File: config.mk
export PLATFORM = sky130hd
export DESIGN_NAME = gpib_bus_option_handler
export DESIGN_NICKNAME = d
export VERILOG_FILES = /design/src/logic/gpib_bus_option_pkg.sv /design/src/logic/gpib_bus_option_handler.sv
export VERILOG_INCLUDE_DIRS = /design/src /design/src/logic
export SDC_FILE = /design/constraint.sdc
export NUM_CORES = 1
export LEC_CHECK = 0
export ABC_AREA = 1
export ABC_CLOCK_PERIOD_IN_PS = 5100
export BUFFER_PORTS_ARGS = -buffer_cell sky130_fd_sc_hd__buf_2
export CAP_MARGIN = 10
export CORE_MARGIN = 4
export CORE_UTILIZATION = 59
export DETAILED_ROUTE_END_ITERATION = 12
export PLACE_DENSITY = 0.81
export RECOVER_POWER = 50
export SYNTH_ARGS = -nofsm -noshare
export SYNTH_HDL_FRONTEND = slang
export SYNTH_SLANG_ARGS = --single-unit
File: constraint.sdc
create_clock -name clk_sys -period 5.1 [get_ports clk_sys]
set_input_delay 1.02 -clock clk_sys [delete_from_list [all_inputs] [get_ports clk_sys]]
set_output_delay 1.02 -clock clk_sys [all_outputs]
set_load 0.005 [all_outputs]
File: src/logic/gpib_bus_option_regs.svh
// Constants for the bus option command handler: characters, parameters, defaults, timing.
// Assumes command bytes arrive as 8-bit ASCII from the bus interface logic.
`ifndef GPIB_BUS_OPTION_REGS_SVH
`define GPIB_BUS_OPTION_REGS_SVH

// Characters
`define CHR_TERM        8'h58
`define CHR_ZERO        8'h30
`define CHR_NINE        8'h39
`define CHR_A           8'h41
`define CHR_Z           8'h5a
`define CHR_EOI_CMD     8'h4b
`define CHR_SETUP_CMD   8'h4c
`define CHR_MASK_CMD    8'h4d

// Parameter limits and values
`define EOI_PARAM_MAX   8'h03
`define SETUP_SAVE      8'h00
`define SETUP_FACTORY   8'h01
`define SETUP_USER      8'h02
`define DEC_TEN         8'h0a

// Status byte and mask layout
`define STS_RQS_BIT     6
`define STS_READY_BIT   4
`define MASK_VALID      8'hbf
`define MASK_DEFAULT    8'h00
`define STS_CLEAR       8'h00

// Command buffer
`define BUF_DEPTH       6'h20
`define BUF_IDX_W       5

// Factory configuration
`define FACT_RESOLUTION 4'h1
`define FACT_DIG_FILT   2'h2
`define FACT_TRIG_MS    16'h00fa
`define FACT_RANGE      4'h5
`define FACT_TRIG_MODE  4'h6
`define FACT_AOUT_GAIN  16'h0001
`define FACT_ZERO_VOLT  32'h0000_0000

// Save or recall busy time
`define SAVE_RECALL_MS  2000
`define CLK_KHZ         200000

`endif

File: src/logic/gpib_bus_option_pkg.sv
// Types for the bus option command handler.
// Assumes the constants header is included by the design file.
package gpib_bus_option_pkg;

	// Instrument setup that can be saved and recalled
	typedef struct packed {
		logic [3:0]  resolution;
		logic        aoutRelEn;
		logic        filtersOn;
		logic        analogFilt;
		logic [1:0]  digFilt;
		logic [15:0] trigIntervalMs;
		logic [3:0]  rangeSel;
		logic [1:0]  integPeriod;
		logic [3:0]  trigMode;
		logic [1:0]  aoutSource;
		logic [15:0] aoutGain;
		logic        trigDelayEn;
		logic        rdgRelEn;
		logic [31:0] aoutRelVal;
		logic [31:0] aoutSrcVal;
		logic [31:0] rdgRelVal;
	} cfg_t;

	// Byte offered for a talk transfer
	typedef struct packed {
		logic [7:0] data;
		logic       valid;
		logic       last;
	} talk_t;

	typedef enum logic [2:0] {
		S_COLLECT = 3'b000,
		S_SCAN    = 3'b001,
		S_EXEC    = 3'b010,
		S_BUSY    = 3'b011
	} fsm_t;

	typedef struct packed {
		fsm_t              fsm;
		logic [31:0][7:0]  cmdBuf;
		logic [5:0]        cnt;
		logic [5:0]        ptr;
		logic [7:0]        letter;
		logic [7:0]        param;
		logic              haveCmd;
		logic              eoiEn;
		logic              holdEn;
		logic              nrfdHold;
		logic [7:0]        srqMask;
		logic [7:0]        sts;
		logic              rqs;
		logic [31:0]       timer;
		cfg_t              userCfg;
		cfg_t              applyCfg;
		logic              cfgLoad;
		logic [7:0]        talkData;
		logic              talkEoi;
		logic              talkValid;
		logic              overrun;
	} state_t;

endpackage

File: src/logic/gpib_bus_option_handler.sv
// Command handler for the EOI/hold-off, save/recall and service-request mask commands.
// Assumes a bus interface on clk_sys delivering command bytes, clear and serial-poll pulses.
`timescale 1ns/1ps
`default_nettype none
`include "gpib_bus_option_regs.svh"

module gpib_bus_option_handler #(
	parameter int unsigned SAVE_RECALL_CYCLES = `SAVE_RECALL_MS * `CLK_KHZ
) (
	// Clock and reset
	input  wire logic                        clk_sys,
	input  wire logic                        sys_rst,
	// Command bytes from the bus interface
	input  wire logic [7:0]                  cmdByte,
	input  wire logic                        cmdValid,
	input  wire logic                        devClear,
	// Serial poll
	input  wire logic                        spollRead,
	output logic      [7:0]                  statusByte,
	output logic                             srqActive,
	// Status conditions from the instrument
	input  wire logic [7:0]                  stsSet,
	input  wire logic [7:0]                  stsClr,
	// Talk path
	input  wire gpib_bus_option_pkg::talk_t  talkIn,
	output logic      [7:0]                  talkData,
	output logic                             talkValid,
	output logic                             talkEoi,
	// Bus handshake hold
	output logic                             nrfdHold,
	// Setup exchange with the instrument
	input  wire gpib_bus_option_pkg::cfg_t   cfgCurrent,
	output gpib_bus_option_pkg::cfg_t        cfgApply,
	output logic                             cfgLoad,
	// Settings seen by the instrument
	output logic                             eoiEnabled,
	output logic                             holdEnabled,
	output logic      [7:0]                  srqMask,
	output logic                             cmdOverrun,
	output logic                             cmdBusy
);

	gpib_bus_option_pkg::state_t cur;
	gpib_bus_option_pkg::state_t nxt;
	logic [7:0] curChar;
	logic [7:0] newCond;
	logic       newReq;
	logic       execNow;

	function automatic logic isDigit(input logic [7:0] c);
		return (c >= `CHR_ZERO) && (c <= `CHR_NINE);
	endfunction

	function automatic gpib_bus_option_pkg::cfg_t factoryCfg();
		gpib_bus_option_pkg::cfg_t f;
		f = '0;
		f.resolution     = `FACT_RESOLUTION;
		f.filtersOn      = 1'b1;
		f.digFilt        = `FACT_DIG_FILT;
		f.trigIntervalMs = `FACT_TRIG_MS;
		f.rangeSel       = `FACT_RANGE;
		f.trigMode       = `FACT_TRIG_MODE;
		f.aoutGain       = `FACT_AOUT_GAIN;
		f.aoutRelVal     = `FACT_ZERO_VOLT;
		f.aoutSrcVal     = `FACT_ZERO_VOLT;
		f.rdgRelVal      = `FACT_ZERO_VOLT;
		return f;
	endfunction

	assign curChar = cur.cmdBuf[cur.ptr[`BUF_IDX_W-1:0]];
	assign execNow = (cur.fsm == gpib_bus_option_pkg::S_EXEC);

	always_comb begin
		nxt = cur;
		// Conditions newly set whose mask bit is already on
		newCond = stsSet & ~cur.sts;
		if (cur.fsm == gpib_bus_option_pkg::S_SCAN && cur.ptr == cur.cnt && !cur.haveCmd) begin
			newCond[`STS_READY_BIT] = ~cur.sts[`STS_READY_BIT];
		end
		newCond[`STS_RQS_BIT] = 1'b0;
		newReq = |(newCond & cur.srqMask);
		nxt.cfgLoad   = 1'b0;
		nxt.talkValid = talkIn.valid;
		if (talkIn.valid) begin
			nxt.talkData = talkIn.data;
			nxt.talkEoi  = talkIn.last && cur.eoiEn;
		end

		// Status conditions: set wins over clear
		nxt.sts = (cur.sts & ~stsClr) | stsSet;
		nxt.sts[`STS_RQS_BIT] = 1'b0;
		if (spollRead) begin
			nxt.rqs = 1'b0;
		end
		if (newReq) begin
			nxt.rqs = 1'b1;
		end

		case (cur.fsm)
			gpib_bus_option_pkg::S_COLLECT: begin
				if (cmdValid) begin
					if (cmdByte == `CHR_TERM) begin
						nxt.fsm     = gpib_bus_option_pkg::S_SCAN;
						nxt.ptr     = '0;
						nxt.haveCmd = 1'b0;
						nxt.sts[`STS_READY_BIT] = 1'b0;
					end else if (cur.cnt == `BUF_DEPTH) begin
						nxt.overrun = 1'b1;
					end else begin
						nxt.cmdBuf[cur.cnt[`BUF_IDX_W-1:0]] = cmdByte;
						nxt.cnt = cur.cnt + 6'h01;
					end
				end
			end
			gpib_bus_option_pkg::S_SCAN: begin
				if (cur.ptr == cur.cnt) begin
					if (cur.haveCmd) begin
						nxt.fsm = gpib_bus_option_pkg::S_EXEC;
					end else begin
						nxt.fsm = gpib_bus_option_pkg::S_COLLECT;
						nxt.cnt = '0;
						nxt.overrun = 1'b0;
						nxt.sts[`STS_READY_BIT] = 1'b1;
					end
				end else if (isDigit(curChar) && cur.haveCmd) begin
					nxt.param = 8'(cur.param * `DEC_TEN + (curChar - `CHR_ZERO));
					nxt.ptr   = cur.ptr + 6'h01;
				end else if (curChar >= `CHR_A && curChar <= `CHR_Z) begin
					if (cur.haveCmd) begin
						nxt.fsm = gpib_bus_option_pkg::S_EXEC;
					end else begin
						nxt.letter  = curChar;
						nxt.param   = '0;
						nxt.haveCmd = 1'b1;
						nxt.ptr     = cur.ptr + 6'h01;
					end
				end else begin
					nxt.ptr = cur.ptr + 6'h01;
				end
			end
			gpib_bus_option_pkg::S_EXEC: begin
				nxt.haveCmd = 1'b0;
				nxt.fsm     = gpib_bus_option_pkg::S_SCAN;
				if (cur.letter == `CHR_EOI_CMD) begin
					if (cur.param <= `EOI_PARAM_MAX) begin
						nxt.eoiEn  = ~cur.param[0];
						nxt.holdEn = ~cur.param[1];
					end
				end else if (cur.letter == `CHR_MASK_CMD) begin
					nxt.srqMask = cur.param & `MASK_VALID;
				end else if (cur.letter == `CHR_SETUP_CMD) begin
					if (cur.param == `SETUP_SAVE) begin
						nxt.userCfg = cfgCurrent;
					end else if (cur.param == `SETUP_FACTORY) begin
						nxt.applyCfg = factoryCfg();
						nxt.cfgLoad  = 1'b1;
					end else if (cur.param == `SETUP_USER) begin
						nxt.applyCfg = cur.userCfg;
						nxt.cfgLoad  = 1'b1;
					end
					if (cur.param <= `SETUP_USER) begin
						nxt.eoiEn   = 1'b1;
						nxt.holdEn  = 1'b1;
						nxt.srqMask = `MASK_DEFAULT;
						nxt.timer   = '0;
						nxt.fsm     = gpib_bus_option_pkg::S_BUSY;
					end
				end
			end
			gpib_bus_option_pkg::S_BUSY: begin
				// Commands stay parked in the buffer until the save or recall ends
				if (cur.timer >= 32'(SAVE_RECALL_CYCLES - 1)) begin
					nxt.fsm = gpib_bus_option_pkg::S_SCAN;
				end else begin
					nxt.timer = cur.timer + 32'h1;
				end
			end
			default: begin
				nxt.fsm = gpib_bus_option_pkg::S_COLLECT;
			end
		endcase

		// Device clear behaves like power-up for the bus-side state
		if (devClear) begin
			nxt.fsm      = gpib_bus_option_pkg::S_COLLECT;
			nxt.cnt      = '0;
			nxt.haveCmd  = 1'b0;
			nxt.overrun  = 1'b0;
			nxt.eoiEn    = 1'b1;
			nxt.holdEn   = 1'b1;
			nxt.srqMask  = `MASK_DEFAULT;
			nxt.sts      = `STS_CLEAR;
			nxt.rqs      = 1'b0;
			nxt.applyCfg = cur.userCfg;
			nxt.cfgLoad  = 1'b1;
		end

		nxt.nrfdHold = (nxt.fsm != gpib_bus_option_pkg::S_COLLECT) && nxt.holdEn;
	end

	always_ff @(posedge clk_sys) begin
		if (sys_rst) begin
			cur          <= '0;
			cur.fsm      <= gpib_bus_option_pkg::S_COLLECT;
			cur.eoiEn    <= 1'b1;
			cur.holdEn   <= 1'b1;
			cur.userCfg  <= factoryCfg();
			cur.applyCfg <= factoryCfg();
			cur.cfgLoad  <= 1'b1;
		end else begin
			cur <= nxt;
		end
	end

	assign statusByte  = {cur.sts[7], cur.rqs, cur.sts[5:0]};
	assign srqActive   = cur.rqs;
	assign talkData    = cur.talkData;
	assign talkValid   = cur.talkValid;
	assign talkEoi     = cur.talkEoi;
	assign nrfdHold    = cur.nrfdHold;
	assign cfgApply    = cur.applyCfg;
	assign cfgLoad     = cur.cfgLoad;
	assign eoiEnabled  = cur.eoiEn;
	assign holdEnabled = cur.holdEn;
	assign srqMask     = cur.srqMask;
	assign cmdOverrun  = cur.overrun;
	assign cmdBusy     = (cur.fsm != gpib_bus_option_pkg::S_COLLECT);
endmodule
`default_nettype wire

## Word level (Yosys, flattened, before mapping)

Cells that the tools add are included.
W data, S select, Z words.

| storage, ports and cells | value |
|---|---|
| input port bits | 190 |
| memory bits (read-only) | 0 |
| bits in latches | 0 |
| memory bits (writable) | 0 |
| memories kept | 0 |
| register bits after elaboration | 654 |

| cells by class | value |
|---|---|
| divide/modulo/power cells | 0 |
| $add $sub $neg | 5 |
| bitwise gates (word level) | 15 |
| $mul | 1 |
| shifts and indexed selects | 0 |
| magnitude comparators | 10 |
| equal/unequal tests | 34 |
| reductions and logical operators | 39 |
| multiplexer cells | 76 |

Operator list:

| operator | count |
|---|---|
| $mux W335 | 3 |
| $mux W152 | 5 |
| $mux W262 | 2 |
| $mux W271 | 1 |
| $bwmux W256 | 1 |
| $mux W151 | 1 |
| $mux W23 | 6 |
| $mux W32 | 2 |
| $pmux W32 S2 | 1 |
| $mux W8 | 7 |
| $bmux W8 S5 | 1 |
| $demux W8 S5 | 1 |
| $add A32 B1 Y32 const B | 1 |
| $eq A8 B7 Y1 const B | 4 |
| $ge A32 B29 Y1 const B | 1 |
| $mux W3 | 10 |
| $mux W6 | 5 |
| $ne A2 B2 Y1 const B | 15 |
| $reduce_and A6 Y1 | 5 |
| $and A8 B8 Y8 | 3 |
| $pmux W12 S2 | 1 |
| $reduce_and A5 Y1 | 4 |
| $reduce_bool A2 Y1 | 10 |
| $mux W1 | 17 |
| 37 further kinds | 73 |

## Logic depth before layout (Yosys ltp)

Gate-level depths: netlist of the first run.

| logic depth | value |
|---|---|
| word-level depth | 12 |
| mapped depth | 22 |
| gate-level depth less buffers | 20 |

## Worst setup path after synthesis of the first run

No wires, ideal clock.

| timing path | value |
|---|---|
| path kind | flip-flop to flip-flop |
| from | register cur[384] in the netlist's numbering |
| to | register cur[374] in the netlist's numbering |
| path slack | 2294 ps |
| data arrival time | 2688 ps |
| stages on the path, launching flop included | 20 |
| required time | 4982 ps |
| path buffers | 2 |
| cell sequence | dfxtp_1 -> buf_2 -> buf_2 -> nand3_1 -> nand3_1 -> nand3_1 -> nand2_1 -> nand2_1 -> ha_1 -> inv_1 -> ha_1 -> a21oi_1 -> nand2_1 -> nand2_1 -> nand2_1 -> a21oi_1 -> xnor2_1 -> xor2_1 -> a22oi_1 -> nor2_1 |

| on the way | value |
|---|---|
| cells in the longest elaborated chain, start to end | 7 |
| elaborated cells between the ends (all ways) | 17 |
| classes of those cells | add/sub (2); order compare (4); eq/ne (2); mux (3); bitwise (1); reduce/logical (5) |

RTL lines:

| element | line | source |
|---|---|---|
| from (decl) | gpib_bus_option_handler.sv:43 | `gpib_bus_option_pkg::state_t cur;` |
| from (signal assigned) | gpib_bus_option_handler.sv:211 | `cur <= nxt;` |
| branches (longest 7 deep; another with $sub A8 B6 Y8) | - |  |

Parallel ways; which one is timed is not known. The select of a mux whose other input is x is not followed.
A chain may end at the register's enable or synchronous reset.

==> results by group, run 1 <==
Status
  – Outcome: complete, but fails checks
  – Failing checks: capacitance limit, slew limit

GRT
  – Initial antenna violation count: 13
  – First-pass GRT wire length: 116700 um
  – Grt ovf: 0
  – GRT Total Usage: 27.19%
  – Vias in the first global route: 23.08k
  – Largest net degree at the start of global routing: around 230

Timing
  – Hold Worst Slack: 0.4438 ns
  – Setup Total Neg Slack: 0 ns
  – Setup-failing EPs final: 0
  – Crit path time final: between 4 and 5 ns
  – Fin crit share: 86.25%
  – Slew @ Worst Pin: 2.886 ns
  – Fmax: 227.3 MHz
  – Clk_skew: 0.02392 ns
  – Worst relative slew slack: -92.39%
  – Unrepaired setup endpoints after global routing: no
  – Slew Viols, Final: 347
  – Fin. Hold Viols: 0

Finish
  – Layout overhead on the synthesized area: 9.534%
  – Leading cell type in the layout, fill and taps excluded: nand2_1
  – Final instance area: 31020 um2
  – Layout cell share with drive strength beyond 1: 9.445%
  – Most frequent cells in the layout: nand2_1 (723), nor2_1 (686), dfxtp_1 (650)
  – Final Non-Filler Cells: 4686
  – Fin util: 65.24%
  – Fillers: 4193
  – Nets: approximately 4.2k

Place
  – Placed instance area: roughly 29000 um2
  – Port Buffers: 370
  – Dpl cells: 4547
  – Gpl congestion: 0.9340
  – Post-DP HPWL: 47220 um

Clocking
  – CTS Buffer Depth: 3
  – CTS resizes: 0
  – CTS HTree Levels: 3
  – Setup Fix Bufs, Post-CTS: 0
  – CTS tree: yes
  – Total CTS buffers: 69
  – Root Buffer: clkbuf_16
  – Skew-Pair Late Insertion Delay: 0.60 ns
  – Hold Buf Count CTS: 0
  – Clock transition at the registers of the reported paths: 0.06 ns
  – Clock sinks: 652

Yosys
  – Yosys warns: 0
  – Post-synthesis instance area: 28320 um2
  – Synth async-reset ratio: 0%
  – Register area share after synthesis: 46.09%
  – FF+latch count, synth: 652
  – Post-synthesis cell type count: 47
  – Cells after Synth: 3948
  – Ys flop type: dfxtp_1
  – Post-synth EDFFs: 0
  – Avg Inst Size Synth: 7.173 um2

Drt
  – Antenna Nets Post-Route: 0
  – Iteration-0 DRC Markers: 2483
  – DRC: 0
  – Routed vias/inst: around 5.5
  – Wire per inst: ~16 um
  – Drt first pass iters: 7
  – Final wirelength: between 70000 and 80000 um
  – Routed vias: around 26k

Critical path
  – Startpoint class of the critical path: primary input
  – CP endpoint kind: register
  – Setup Crit Path Kind: in2reg
  – Critical path peak fanout: 230
  – CP Data Required Time: approximately 5.6 ns
  – CP arrival: 4.93 ns

Die
  – Area of the core: 47550 um2
  – Die width: 227.1 um
  – Die Area: 51570 um2
  – Cell row count: 80
  – I/O pin count: 374
  – Die height: 227.1 um
  – Initial core utilization: around 60%

Power and ir drop
  – Leakage Power: ~12 nW
  – Pwr dens: 343.9 nW/um2
  – VDD IR max: roughly 250 uV

Hold path
  – Hold WC Path Type: reg2reg

Flow run
  – Max-Cap Viols: 3
-- critical path, stage by stage --
cell	delay, ns
buf_6	0.26
inv_8	0.80
buf_2	1.99
o21ai_0	0.48
nor2_1	0.24
-- cells by family (layout without fill, tap and decap cells) --
| family | count (synthesis) | count (layout) | share of synthesized area, % |
|---|---|---|---|
| AND/OR/NAND/NOR | 1688 | 1688 | 23.92 |
| adder cells (fa/ha/maj) | 26 | 26 | 1.202 |
| XOR/XNOR | 27 | 27 | 0.8350 |
| other | 1 | 18 | 0.01324 |
| AO/OA/AOI/OAI | 912 | 912 | 16.51 |
| flip-flops | 652 | 652 | 46.09 |
| buffers and inverters | 642 | 748 | 11.43 |
-- cells in the mapped netlist (all sizes together), types with 2 or more instances --
cell type    n  area share (%)
a21oi      431             7.6
nand2      729             9.7
xor2        16            0.49
clkinv       8            0.11
o22ai        5            0.11
o211ai      16            0.42
buf        249             6.2
fa           2            0.14
o21ai      439             7.8
dfxtp      652              46
a211oi       3           0.097
nor4         9            0.20
a22oi        5            0.13
clkbuf     170             2.3
a221oi       2           0.062
nor2       694             9.3
o21a         3           0.080
nand4       17            0.38
nand3      204             3.7
or2          3           0.066
ha          24             1.1
nor3        32            0.60
xnor2       11            0.34
inv        215             2.9
-- through the flow --
stage	total power [W]	setup slack, ns
2_1_floorplan	0.005500	2.294
3_3_place_gp	0.005663	1.090
3_5_place_dp	0.005665	1.070
4_1_cts	0.01073	1.074
5_1_grt	0.01098	0.4361
6_report	0.01067	0.7014
-- path summary, 6_finish.rpt --
kind	slack [ns]	end	startpoint	depth (start not counted)
hold / removal	0.44	cur[382]	cur[382]	2
setup / recovery	0.70	cur[243]	sys_rst	5
hold reg to reg	0.44	cur[382]	cur[382]	2
setup reg to reg	0.86	cur[243]	cur[379]	6
-- area by class of cell --
| type | count | area, um2 | area share (%) |
|---|---|---|---|
| clock buffers | 102 | 2052 | 6.615 |
| repair buffers | 402 | 1927 | 6.211 |
| inverters | 223 | 849.6 | 2.739 |
| multi-input cells | 2655 | 12060 | 38.87 |
| clock inverters | 21 | 267.8 | 0.8631 |
| well taps | 615 | 769.5 | 2.481 |
| flip-flops and latches | 652 | 13060 | 42.09 |
| diodes | 16 | 40.04 | 0.1291 |
-- metal layers --
metal	up-vias	part of all wire, %	track usage [%]
met5	-	0.012	0
met4	2	4.2	12.63
met3	202	7.1	4.410
met2	928	47	44.23
met1	11717	42	35.75
li1	12755	-	-
-- where the power goes --
part	internal, W	leakage, nW	switching, W
Sequential	0.00511	5.26	0.0000121
Clock	0.00305	1.14	0.00206
Combinational	0.000128	6.03	0.000303
Total	0.00829	12.4	0.00238
(Power assumes the default switching activity.)
==> inputs of run 2 (changes only) <==
--- a/config.mk
+++ b/config.mk
@@ -6,14 +6,13 @@
 export SDC_FILE = /design/constraint.sdc
 export NUM_CORES = 1
 export LEC_CHECK = 0
-export ABC_AREA = 1
 export ABC_CLOCK_PERIOD_IN_PS = 5100
 export BUFFER_PORTS_ARGS = -buffer_cell sky130_fd_sc_hd__buf_2
 export CAP_MARGIN = 10
 export CORE_MARGIN = 4
 export CORE_UTILIZATION = 59
 export DETAILED_ROUTE_END_ITERATION = 12
-export PLACE_DENSITY = 0.81
+export PLACE_DENSITY = 0.82
 export RECOVER_POWER = 50
 export SYNTH_ARGS = -nofsm -noshare
 export SYNTH_HDL_FRONTEND = slang
==> run 2 against run 1 <==
  * The run still ends with capacitance limit, slew limit left
  * Setup slack got worse by 0.12 ns
  * Via count decreased by 10%
  * Sequential power about the same
  * Largest power group unchanged
  * Highest routed layer unchanged
==> results by group, run 2 <==
Status
  – Outcome: complete, but fails checks
  – Failing checks: capacitance limit, slew limit

Critical path
  – CP arrival: 5.03 ns
  – CP Data Required Time: 5.62 ns
  – Setup Crit Path Kind: in2reg
  – Startpoint class of the critical path: primary input
  – CP endpoint kind: register
  – Max incr delay on CP: 1.38 ns
  – Critical path peak fanout: 33
  – Most common cell type on the critical path: nand2_1
  – Worst path cell trace: buf_2 > clkbuf_1 > or4b_1 > o21ai_1 > nor2_1 > and2_1 > nand2_1 > nand2_1 > a21oi_1
  – Slowest stage cell, crit path: clkbuf_1

Finish
  – Fillers: 3576
  – Most frequent cells in the layout: nand2_1 (651), dfxtp_1 (650), a21oi_1 (435)
  – Area of the multi-input gates: 11680 um2
  – Layout cell share with drive strength beyond 1: 14.43%
  – Leading cell type in the layout, fill and taps excluded: nand2_1
  – Final Non-Filler Cells: ~3.8k
  – Nets: roughly 3.4k
  – Layout overhead on the synthesized area: 10.27%
  – FF+latch area: approximately 13000 um2
  – Fin util: 65.92%

Place
  – Port Buffers: 370
  – Dpl cells: between 3k and 4k
  – Gpl congestion: 0.9141
  – Setup slack at placement: between 1 and 1.5 ns
  – Post-DP HPWL: between 40000 and 50000 um

Yosys
  – Register area share after synthesis: 48.11%
  – Top cell type's share of synthesized area: 48.11%
  – Cells after Synth: 3109
  – Avg Inst Size Synth: 8.727 um2
  – Post-Synth XOR/XNOR Area: 1.453%
  – Post-synth EDFFs: 0
  – Cell taking the most area after synthesis: dfxtp_1
  – Ys flop type: dfxtp_1
  – Largest cells by area after synthesis: dfxtp_1 (48%), nand2_1 (9.0%), a21oi_1 (8.0%)
  – Synth async-reset ratio: 0%
  – Simple-gate share of the synthesized area: 18.83%
  – FF+latch count, synth: 652
  – Yosys warns: 0
  – Post-synthesis instance area: 27130 um2
  – Area share of fa/ha/maj cells after synthesis: 1.254%
  – Synth cell count leaders: dfxtp_1 (652), nand2_1 (651), a21oi_1 (436)
  – Post-synthesis mux area share: 6.060%
  – Main combinational cell family by area after synthesis: simple AND/OR/NAND/NOR gates
  – Most common cell in the netlist: dfxtp_1
  – Post-synthesis cell type count: 75
  – Area fraction in compound gates after synthesis: ~15%

Die
  – Initial core utilization: 59.78%
  – I/O pin count: 374
  – Die height: 222.4 um
  – Die width: 222.4 um
  – Die Area: ~49000 um2
  – Area of the core: about 45000 um2
  – Cell row count: 78

Drt
  – Drt first pass iters: 6
  – DRC: 0
  – Wire per inst: 19.52 um
  – Routed vias/inst: 6.018
  – Routed vias: 23.03k
  – Antenna Nets Post-Route: 0
  – Iteration-0 DRC Markers: 2502
  – Final wirelength: 74700 um

Timing
  – Slew Viols, Final: about 160
  – Slew @ Worst Pin: around 2.2 ns
  – Worst relative slew slack: -45.23%
  – Fin. Hold Viols: 0
  – Clk_skew: 0.03469 ns
  – Setup-failing EPs final: 0
  – Unrepaired setup endpoints after global routing: no
  – Final setup margin: 0.5843 ns
  – Setup Total Neg Slack: 0 ns
  – Crit path time final: 4.516 ns
  – Fin crit share: 88.54%
  – Fmax: 221.5 MHz

GRT
  – Initial antenna violation count: 13
  – Grt ovf: 0
  – Vias in the first global route: around 22k
  – Largest net degree at the start of global routing: 245
  – GRT Total Usage: between 20% and 30%
  – First-pass GRT wire length: 117800 um

Power and ir drop
  – Leakage Power: 10.70 nW
  – Pwr dens: 342.5 nW/um2
  – VDD IR max: 309.6 uV

Clocking
  – Root Buffer: clkbuf_16
  – Setup Fix Bufs, Post-CTS: 0
  – Clock sinks: 652
  – CTS Buffer Depth: 3
  – CTS resizes: 0
  – Clock transition at the registers of the reported paths: 0.06 ns
  – Hold Buf Count CTS: 0
  – Skew-Pair Late Insertion Delay: roughly 0.6 ns
  – CTS tree: yes
  – CTS HTree Levels: 3
  – Total CTS buffers: 66

Flow run
  – Max-Cap Viols: 3

Hold path
  – Hold WC Path Type: reg2reg
==> run 2: cell count changes in the layout (fill, tap and decap cells not counted), sizes merged, moves of 36 or more <==
| cell | before | now |
|---|---|---|
| clkbuf | 262 | 226 |
| nand2 | 729 | 652 |
| o21ai | 439 | 10 |
| nor2 | 694 | 95 |
| inv | 219 | 39 |
| nand3 | 204 | 276 |
| a22o | 0 | 144 |
| mux4 | 0 | 51 |
| buf | 242 | 279 |
| mux2i | 0 | 45 |
==> run 2: cell type report <==
class                   instances  area share, %
flip-flops and latches        652          43.65
multi-input cells            1996          39.03
repair buffers                415          7.118
clock buffers                  90          6.194
well taps                     600          2.509
clock inverters                25         0.9285
inverters                      38         0.4768
diodes                         11        0.09201
==> run 2: power by group <==
| group | total [W] | internal [W] | switching [W] |
|---|---|---|---|
| registers | 0.00511 | 0.00510 | 0.00000768 |
| clock network | 0.00479 | 0.00276 | 0.00202 |
| logic | 0.000347 | 0.000110 | 0.000237 |
==> run 2: per-stage QoR <==
step	total power, W	hold WS (ns)	area, um2
global placement	0.005557	0.4374	27950
finish	0.01025	0.4467	29920
CTS	0.01029	0.4507	30080
global route	0.01054	0.4629	29920
detailed placement	0.005564	0.4431	27950
floorplan	0.005419	0.4291	27130
==> run 2: cells by family (layout without fill, tap and decap cells) <==
family,Yosys count,in the layout
buffers and inverters,462,568
xor gates and xnor gates,45,45
AOI/OAI and AO/OA,668,668
DFF,652,652
muxes,100,100
adders and majority gates,26,26
and+or+nand+nor,1155,1155
other,1,13
==> run 2: final timing paths <==
| kind | startpoint | endpoint | slack, ns | depth (start not counted) |
|---|---|---|---|---|
| max reg2reg | cur[370] | cur[179] | 1.00 | 7 |
| max | cmdByte[6] | register | 0.58 | 9 |
| min | cur[164] | cfgApply[1] | 0.45 | 1 |
| min reg2reg | cur[164] | cfgApply[1] | 0.45 | 1 |
==> run 2: metal layers <==
metal	share of wire, %	routed length (um)	vias up	GRT usage (%)
li1	-	-	10635	-
met2	48	35910	1159	47.32
met5	0.017	13	-	0
met3	9.1	6825	221	6.025
met1	39	28930	11013	36.13
met4	4.1	3026	2	12.77
==> run 2: critical path: cells and delay by family <==
kind	cells	cell delay [ns]
compound gates	2	0.42
simple gates	5	2.09
buf+inv	2	1.45
